$ cat src/pkg/pscp_cfg.svh
`ifndef PSCP_CFG_SVH
`define PSCP_CFG_SVH

// shift register length per device
`define PSCP_WORD_W        16
// control word field positions
`define PSCP_BIT_SERVO_DIS 15
`define PSCP_BIT_CM_EN     14
`define PSCP_BIT_ZC_EN     13
`define PSCP_BIT_OR_SEL    12
`define PSCP_BIT_GPO_LO    8
`define PSCP_GAIN_LO       0
`define PSCP_GAIN_W        6
// control word value after reset
`define PSCP_WORD_RST      16'h0000
// axi-lite register byte addresses
`define PSCP_ADDR_CTRL     32'h0000_0000
`define PSCP_ADDR_STAT     32'h0000_0004
`define PSCP_ADDR_SHIFT    32'h0000_0008
// axi response codes
`define PSCP_RESP_OKAY     2'h0
`define PSCP_RESP_SLVERR   2'h2

`endif

$ cat src/pkg/pscp_pkg.sv
`include "pscp_cfg.svh"

package pscp_pkg;

  typedef logic [`PSCP_WORD_W-1:0] pscp_word_t;

  // decoded control word outputs
  typedef struct packed {
    logic       servo_disable;
    logic       common_mode_servo_en;
    logic       zero_cross_en;
    logic       overrange_low_sel;
    logic [3:0] gen_out;
    logic [5:0] gain_code;
  } pscp_ctrl_t;

  // serial port pins
  typedef struct packed {
    logic serial_out;
    logic serial_out_oe;
  } pscp_sout_t;

endpackage

$ cat src/core/pscp_serial_port.sv
`timescale 1ns/10ps
`default_nettype none
`include "pscp_cfg.svh"

module pscp_serial_port #(
  parameter int WORD_W = `PSCP_WORD_W
) (
  // clock and reset
  input  wire logic                 aclk,
  input  wire logic                 aresetn,
  // serial pins, asynchronous to aclk
  input  wire logic                 select_n,
  input  wire logic                 shift_clk,
  input  wire logic                 serial_in,
  output pscp_pkg::pscp_sout_t      sout,
  // decoded control outputs
  output pscp_pkg::pscp_ctrl_t      ctrl,
  // axi4-lite write address
  input  wire logic                 s_axi_awvalid,
  output logic                      s_axi_awready,
  input  wire logic [31:0]          s_axi_awaddr,
  // axi4-lite write data
  input  wire logic                 s_axi_wvalid,
  output logic                      s_axi_wready,
  input  wire logic [31:0]          s_axi_wdata,
  input  wire logic [3:0]           s_axi_wstrb,
  // axi4-lite write response
  output logic                      s_axi_bvalid,
  input  wire logic                 s_axi_bready,
  output logic [1:0]                s_axi_bresp,
  // axi4-lite read address
  input  wire logic                 s_axi_arvalid,
  output logic                      s_axi_arready,
  input  wire logic [31:0]          s_axi_araddr,
  // axi4-lite read data
  output logic                      s_axi_rvalid,
  input  wire logic                 s_axi_rready,
  output logic [31:0]               s_axi_rdata,
  output logic [1:0]                s_axi_rresp
);
  import pscp_pkg::*;

  // two-stage synchronisers for the three pins
  logic [2:0] meta_q;
  logic [2:0] sync_q;
  logic [2:0] prev_q;
  // reset to the idle pin levels (select high, clock and data low) so the
  // edge detectors see no false edge right after reset
  always_ff @(posedge aclk) begin
    if (!aresetn) begin
      meta_q <= 3'h4;
      sync_q <= 3'h4;
      prev_q <= 3'h4;
    end else begin
      meta_q <= {select_n, shift_clk, serial_in};
      sync_q <= meta_q;
      prev_q <= sync_q;
    end
  end

  wire logic sel_n_s  = sync_q[2];
  wire logic sck_s    = sync_q[1];
  wire logic sdi_s    = sync_q[0];
  wire logic active   = !sel_n_s && !prev_q[2];
  wire logic sck_rise = active && sck_s && !prev_q[1];
  wire logic sck_fall = active && !sck_s && prev_q[1];
  wire logic sel_rise = sel_n_s && !prev_q[2];

  logic [WORD_W-1:0] shift_q;
  logic [WORD_W-1:0] word_q;
  logic              sout_q;
  logic              oe_q;
  logic [7:0]        clk_cnt_q;
  logic [7:0]        last_cnt_q;

  // software may preload the shift register for read-back tests
  logic              sw_load;
  logic [WORD_W-1:0] sw_word;

  always_ff @(posedge aclk) begin
    if (!aresetn) begin
      shift_q <= '0;
    end else if (sck_rise) begin
      shift_q <= {shift_q[WORD_W-2:0], sdi_s};
    end else if (sw_load) begin
      shift_q <= sw_word;
    end
  end

  // msb-first: last stage is the top bit, so N devices form 16 x N chain
  always_ff @(posedge aclk) begin
    if (!aresetn) begin
      sout_q <= 1'b0;
    end else if (sck_fall || (sel_n_s == 1'b0 && prev_q[2])) begin
      sout_q <= shift_q[WORD_W-1];
    end
  end

  always_ff @(posedge aclk) begin
    if (!aresetn) begin
      oe_q <= 1'b0;
    end else begin
      oe_q <= !sel_n_s;
    end
  end

  always_ff @(posedge aclk) begin
    if (!aresetn) begin
      word_q <= `PSCP_WORD_RST;
    end else if (sel_rise) begin
      word_q <= shift_q;
    end
  end

  // clock counter per frame, visible in status
  always_ff @(posedge aclk) begin
    if (!aresetn) begin
      clk_cnt_q  <= 8'h00;
      last_cnt_q <= 8'h00;
    end else if (sel_rise) begin
      last_cnt_q <= clk_cnt_q;
      clk_cnt_q  <= 8'h00;
    end else if (sck_rise) begin
      clk_cnt_q  <= clk_cnt_q + 8'h01;
    end
  end

  assign sout.serial_out    = sout_q;
  assign sout.serial_out_oe = oe_q;
  assign ctrl.servo_disable        = word_q[`PSCP_BIT_SERVO_DIS];
  assign ctrl.common_mode_servo_en = word_q[`PSCP_BIT_CM_EN];
  assign ctrl.zero_cross_en        = word_q[`PSCP_BIT_ZC_EN];
  assign ctrl.overrange_low_sel    = word_q[`PSCP_BIT_OR_SEL];
  assign ctrl.gen_out   = word_q[`PSCP_BIT_GPO_LO +: 4];
  assign ctrl.gain_code = word_q[`PSCP_GAIN_LO +: `PSCP_GAIN_W];

  // axi4-lite write: address and data taken in either order
  logic        aw_have_q;
  logic        w_have_q;
  logic [31:0] aw_addr_q;
  logic [31:0] w_data_q;
  logic        bvalid_q;
  logic [1:0]  bresp_q;
  assign s_axi_awready = !aw_have_q && !bvalid_q;
  assign s_axi_wready  = !w_have_q && !bvalid_q;
  wire logic aw_fire  = s_axi_awvalid && s_axi_awready;
  wire logic w_fire   = s_axi_wvalid && s_axi_wready;
  wire logic wr_go    = aw_have_q && w_have_q;
  wire logic wr_hit   = aw_addr_q == `PSCP_ADDR_SHIFT;
  // a preload during a live frame would corrupt the bits being shifted
  assign sw_load = wr_go && wr_hit && !active;
  assign sw_word = w_data_q[WORD_W-1:0];

  always_ff @(posedge aclk) begin
    if (!aresetn) begin
      aw_have_q <= 1'b0;
      w_have_q  <= 1'b0;
      aw_addr_q <= 32'h0000_0000;
      w_data_q  <= 32'h0000_0000;
      bvalid_q  <= 1'b0;
      bresp_q   <= `PSCP_RESP_OKAY;
    end else begin
      if (aw_fire) begin
        aw_have_q <= 1'b1;
        aw_addr_q <= s_axi_awaddr;
      end
      if (w_fire) begin
        w_have_q <= 1'b1;
        w_data_q <= s_axi_wdata;
      end
      if (wr_go) begin
        aw_have_q <= 1'b0;
        w_have_q  <= 1'b0;
        bvalid_q  <= 1'b1;
        bresp_q   <= wr_hit ? `PSCP_RESP_OKAY : `PSCP_RESP_SLVERR;
      end else if (bvalid_q && s_axi_bready) begin
        bvalid_q <= 1'b0;
      end
    end
  end
  assign s_axi_bvalid = bvalid_q;
  assign s_axi_bresp  = bresp_q;

  // axi4-lite read
  logic        rvalid_q;
  logic [31:0] rdata_q;
  logic [1:0]  rresp_q;
  assign s_axi_arready = !rvalid_q;
  wire logic ar_fire = s_axi_arvalid && s_axi_arready;
  wire logic rd_ctrl  = s_axi_araddr == `PSCP_ADDR_CTRL;
  wire logic rd_stat  = s_axi_araddr == `PSCP_ADDR_STAT;
  wire logic rd_shift = s_axi_araddr == `PSCP_ADDR_SHIFT;
  wire logic [31:0] stat_word = {14'h0000, last_cnt_q, clk_cnt_q,
                                 !sel_n_s, oe_q};

  always_ff @(posedge aclk) begin
    if (!aresetn) begin
      rvalid_q <= 1'b0;
      rdata_q  <= 32'h0000_0000;
      rresp_q  <= `PSCP_RESP_OKAY;
    end else if (ar_fire) begin
      rvalid_q <= 1'b1;
      rresp_q  <= `PSCP_RESP_OKAY;
      if (rd_ctrl) begin
        rdata_q <= {16'h0000, word_q};
      end else if (rd_stat) begin
        rdata_q <= stat_word;
      end else if (rd_shift) begin
        rdata_q <= {16'h0000, shift_q};
      end else begin
        rdata_q <= 32'h0000_0000;
        rresp_q <= `PSCP_RESP_SLVERR;
      end
    end else if (rvalid_q && s_axi_rready) begin
      rvalid_q <= 1'b0;
    end
  end
  assign s_axi_rvalid = rvalid_q;
  assign s_axi_rdata  = rdata_q;
  assign s_axi_rresp  = rresp_q;

endmodule
`default_nettype wire

$ cat config.mk
export PLATFORM = sky130hd
export DESIGN_NAME = pscp_serial_port
export DESIGN_NICKNAME = d
export VERILOG_FILES = /design/src/pkg/pscp_pkg.sv /design/src/core/pscp_serial_port.sv
export VERILOG_INCLUDE_DIRS = /design/src /design/src/pkg
export SDC_FILE = /design/constraint.sdc
export NUM_CORES = 1
export LEC_CHECK = 0
export BUFFER_PORTS_ARGS = -buffer_cell sky130_fd_sc_hd__buf_2
export CORE_MARGIN = 2
export CORE_UTILIZATION = 45
export DETAILED_ROUTE_END_ITERATION = 10
export GPL_ROUTABILITY_DRIVEN = 0
export PLACE_DENSITY = 0.82
export RECOVER_POWER = 50
export SKIP_CTS_REPAIR_TIMING = 1
export SYNTH_ARGS = -nofsm -noshare
export SYNTH_HDL_FRONTEND = slang
export SYNTH_SLANG_ARGS = --single-unit
$ cat constraint.sdc
create_clock -name aclk -period 4.5 [get_ports aclk]
set_input_delay 0.225 -clock aclk [delete_from_list [all_inputs] [get_ports aclk]]
set_output_delay 0.225 -clock aclk [all_outputs]
set_load 0.05 [all_outputs]
Word level (Yosys, flattened, before mapping):

Index checks and enable logic that the tools add are counted.

* bits of input ports: 110
* output and inout port bits: 57
* word-level logic and storage cells: 70
* bits in registers: 147

* equality and inequality tests: 3
* muxes and demuxes: 13
* bitwise logic cells: 2
* reductions and logical operators: 33
* $add $sub $neg: 1

Operators with widths (number)
* $eq 32x4->1 const B: 2
* $mux 16: 3
* $mux 18: 2
* $eq 32x3->1 const B: 1
* $logic_not 32->1: 1
* $logic_and 1x1->1: 17
* $logic_not 1->1: 9
* $add 8x1->8 const B: 1
* $mux 2: 4
* $reduce_bool 2->1: 3
* $mux 1: 4
* $reduce_or 2->1: 2
* $not 1->1: 2
* $logic_or 1x1->1: 1

Logic depth before layout (Yosys ltp):

* depth in word-level cells: 6
* depth in mapped cells: 8
* mapped depth without buffers: 5

Worst setup path before layout:

No wires, ideal clock.

* kind: reg-to-reg
* from: register bvalid_q (netlist: s_axi_bvalid)
* to: register w_data_q[10]
* path slack: 2258 ps
* path buffers: 2
* library setup time: 76 ps
* data required time: 4424 ps
* arrival: 2167 ps
* cell stages (with the launch flop): 7
* cell sequence: dfxtp_1 nor2_1 and2_1 clkbuf_1 clkbuf_1 nand2_1 a21boi_0

* longest elaborated chain between the ends: 3

Ends and longest elaborated chain
* from (decl): RTL line pscp_serial_port.sv:142 `logic bvalid_q;`
* from (signal assigned): RTL line pscp_serial_port.sv:160 `bvalid_q <= 1'b0;`
* from (signal assigned): RTL line pscp_serial_port.sv:174 `bvalid_q <= 1'b1;`
* from (signal assigned): RTL line pscp_serial_port.sv:177 `bvalid_q <= 1'b0;`
* $logic_not 1->1: RTL line pscp_serial_port.sv:145 `assign s_axi_wready = !w_have_q && !bvalid_q;`
* $logic_and 1x1->1: RTL line pscp_serial_port.sv:145
* via s_axi_wready: RTL line pscp_serial_port.sv:24 `output logic s_axi_wready,`
* $logic_and 1x1->1: RTL line pscp_serial_port.sv:147 `wire logic w_fire = s_axi_wvalid && s_axi_wready;`
* to (signal assigned): RTL line pscp_serial_port.sv:169 `w_data_q <= s_axi_wdata;`
* to (decl): RTL line pscp_serial_port.sv:141 `logic [31:0] w_data_q;`

The timed path passes the listed nets, and every way through them passes these cells.
A chain may end at the register's enable or synchronous reset.

==> metrics.md <==
| Metric | Value |
|---|---|
| Peak supply drop | 359 uV |
| Die area | 13,400 um^2 |
| Worst Path Required | 4840 ps |
| Synth top cells by count | nand2_1 (167), dfxtp_1 (130), a21boi_0 (75) |
| R2R Path Start | s_axi_rvalid |
| Yosys Warn Count | 0 |
| Die height | 116 um |
| Initial antenna violation count | 0 |
| Fin crit period | 2790 ps |
| Mapped Cells | 648 |
| Initial core utilization | 46.4% |
| Layout cells sized above 1 | 16.8% |
| Detailed Routing Iterations Pass 1 | 5 |
| Worst slew margin | -14.0% |
| Total congestion overflow | 0 |
| Cell variety after synth | 40 |
| Worst-path maximum fanout | 47 |
| CTS clk-pin slew, worst paths | 50 ps |
| Max Cap Viol | 2 |
| CP startpoint kind | input pin |
| Routed Wire Length | 12,500 um |
| CTS Buf Count | 17 |
| Top post-synthesis cells by area | dfxtp_1 (46%), nand2_1 (11%), a21boi_0 (10%), mux2i_1 (5.9%), buf_4 (4.7%) |
| Power Dens Cells | 435 nW/um^2 |
| Number of global-route vias before repair | 4,161 |
| Routed Antenna Nets | 0 |
| Outcome | finished with violations |
| Initial DRC Count | 414 |
| Async S/R FF share, synth | 0% |
| Number of diodes | 0 |
| Setup violators final | 0 |
| CTS tree | done |
| Pin count of the biggest net entering global routing | 48 |
| Row count | 40 |
| Top cell type's share of synthesized area | 46.4% |
| Hold Path Origin | select_n |
| Global-route wire length before repair | 20,000 um |
| Most frequent cell after synthesis | nand2_1 |
| WL/cell | 13.5 um |
| Clock Latency Late Sink | 410 ps |
| Gr usage total | 19.2% |
| Dpl ws | 2080 ps |
| DR vias | 4,628 |
| Period Utilization, post-route | 62.1% |
| Leakage | 2.59 nW |
| Area growth, synth to finish | 20.1% |
| Root Driver | clkbuf_16 |
| Crit. End Element | flop |
| Max Slew Vio Count | 96 |
| HP Class | in2reg |
| Post-DP HPWL | 8360 um |
| Hold Slack | -9.46 ps |
| Die X | 116 um |
| Hold Vio Cnt, Final | 1 |
| Setup slack after layout | 1710 ps |
| Predominant post-synthesis flop cell | dfxtp_1 |
| Clk sinks | 130 |
| Avg Cell Area, Syn | 8.66 um^2 |
| EDFF count, synth | 0 |
| Post-Syn Area | 5610 um^2 |
| Synth area leader | dfxtp_1 |
| Setup TNS | 0 ps |
| Buffer depth of the longest clock path | 2 |
| Register area share after synthesis | 46.4% |
| # H-tree levels | 4 |
| Worst Tran Pin Value | 1710 ps |
| Synth Register Bits | 130 |
| Final net count | 853 |
| IO Port Bufs | 130 |
| Failing checks | negative hold slack, max-capacitance violations, max-slew violations |
| Layout Skew | 5.45 ps |
| Vias per cell | 5.01 |
| RSZ-0062 raised after global routing | false |
| Core area | 12,100 um^2 |
| Kind of critical path | in2reg |
| Crit path from | aresetn |
| Max frequency | 358 MHz |
| DR DRC count | 0 |
| Critical Path AT | 3130 ps |
| # IOs | 167 |
==> power by group <==
part           switching, mW  internal (mW)
Combinational          0.144         0.0779
Sequential            0.0211           1.19
Clock                  0.505          0.997
Total                  0.670           2.26
==> worst paths after layout <==
path                                   endpoint  slack (ps)  depth (start not counted)
worst max-delay path                shift_q[15]        1710                          4
worst min-delay path                  meta_q[2]          -9                          2
worst max register to register  s_axi_rdata[16]        2100                          5
worst min register to register        sync_q[2]         430                          1
==> sequential cells by signal, summed over array words and instances (netlist names) <==
| name | count |
|---|---|
| s_axi_rvalid | 1 |
| shift_q | 16 |
| s_axi_rresp | 1 |
| meta_q | 3 |
| word_q | 16 |
| w_have_q | 1 |
| sync_q | 3 |
| oe_q | 1 |
| sout_q | 1 |
| aw_addr_q | 32 |
| s_axi_bresp | 1 |
| prev_q | 2 |
| aw_have_q | 1 |
| clk_cnt_q | 8 |
| s_axi_bvalid | 1 |
| s_axi_rdata | 18 |
| w_data_q | 16 |
| last_cnt_q | 8 |
==> final cells by class <==
type	instances	area, um^2
clock inverter	13	209
fill	1111	5370
multi-input combinational	452	2620
clock buffer	19	443
tap	168	210
sequential	130	2600
inverter	5	18.8
timing repair buffer	136	636
==> stage by stage <==
stage | util [%] | hold WS, ps | power [mW] | cell area [um^2] | instances
2_1_floorplan | - | 326 | 1.40 | 5670 | 663
3_3_place_gp | 50.8 | 416 | 1.45 | 6150 | 891
3_5_place_dp | 50.8 | 416 | 1.46 | 6150 | 891
4_1_cts | 56.2 | -26.3 | 2.96 | 6800 | 923
5_1_grt | 55.7 | 7.91 | 3.04 | 6740 | 923
6_report | 55.7 | -9.46 | 2.93 | 6740 | 923
==> cell families (layout without fill, tap and decap cells) <==
kind of cell | count (synthesis) | after routing | synth area share, %
compound gates | 145 | 145 | 18.0
xor+xnor | 7 | 7 | 1.09
fa+ha+maj | 1 | 1 | 0.223
buf+inv | 81 | 173 | 8.02
flops | 130 | 130 | 46.4
mux | 33 | 33 | 5.88
other cells | 1 | 16 | 0.0668
simple gates | 250 | 250 | 20.4
==> critical path, stage by stage <==
cell and delay (ps):
clkbuf_1 1200, clkbuf_1 1270, o31ai_1 220, a21oi_1 190
==> per-layer routing <==
metal  vias up  wire length [um]  track usage, %
met4         0               129            6.51
li1       2354                 -               -
met2       161              5470            28.8
met1      2104              5850            25.3
met5         -                 0               0
met3         9              1050            7.43
==> placed cells by master, fill, tap and decap left out, drive strengths merged, types with 5 or more instances in the layout <==
cell type / count
buf: 92
bufinv: 5
clkinv: 5
nand2b: 7
a22oi: 16
conb: 16
o31ai: 15
nor2b: 22
dfxtp: 130
clkbuf: 63
a21oi: 18
o21ai: 16
mux2i: 33
nor2: 12
and2: 8
nand2: 167
inv: 5
xor2: 5
a21boi: 75
nor4: 14
Power figures use the tool's default switching activity.
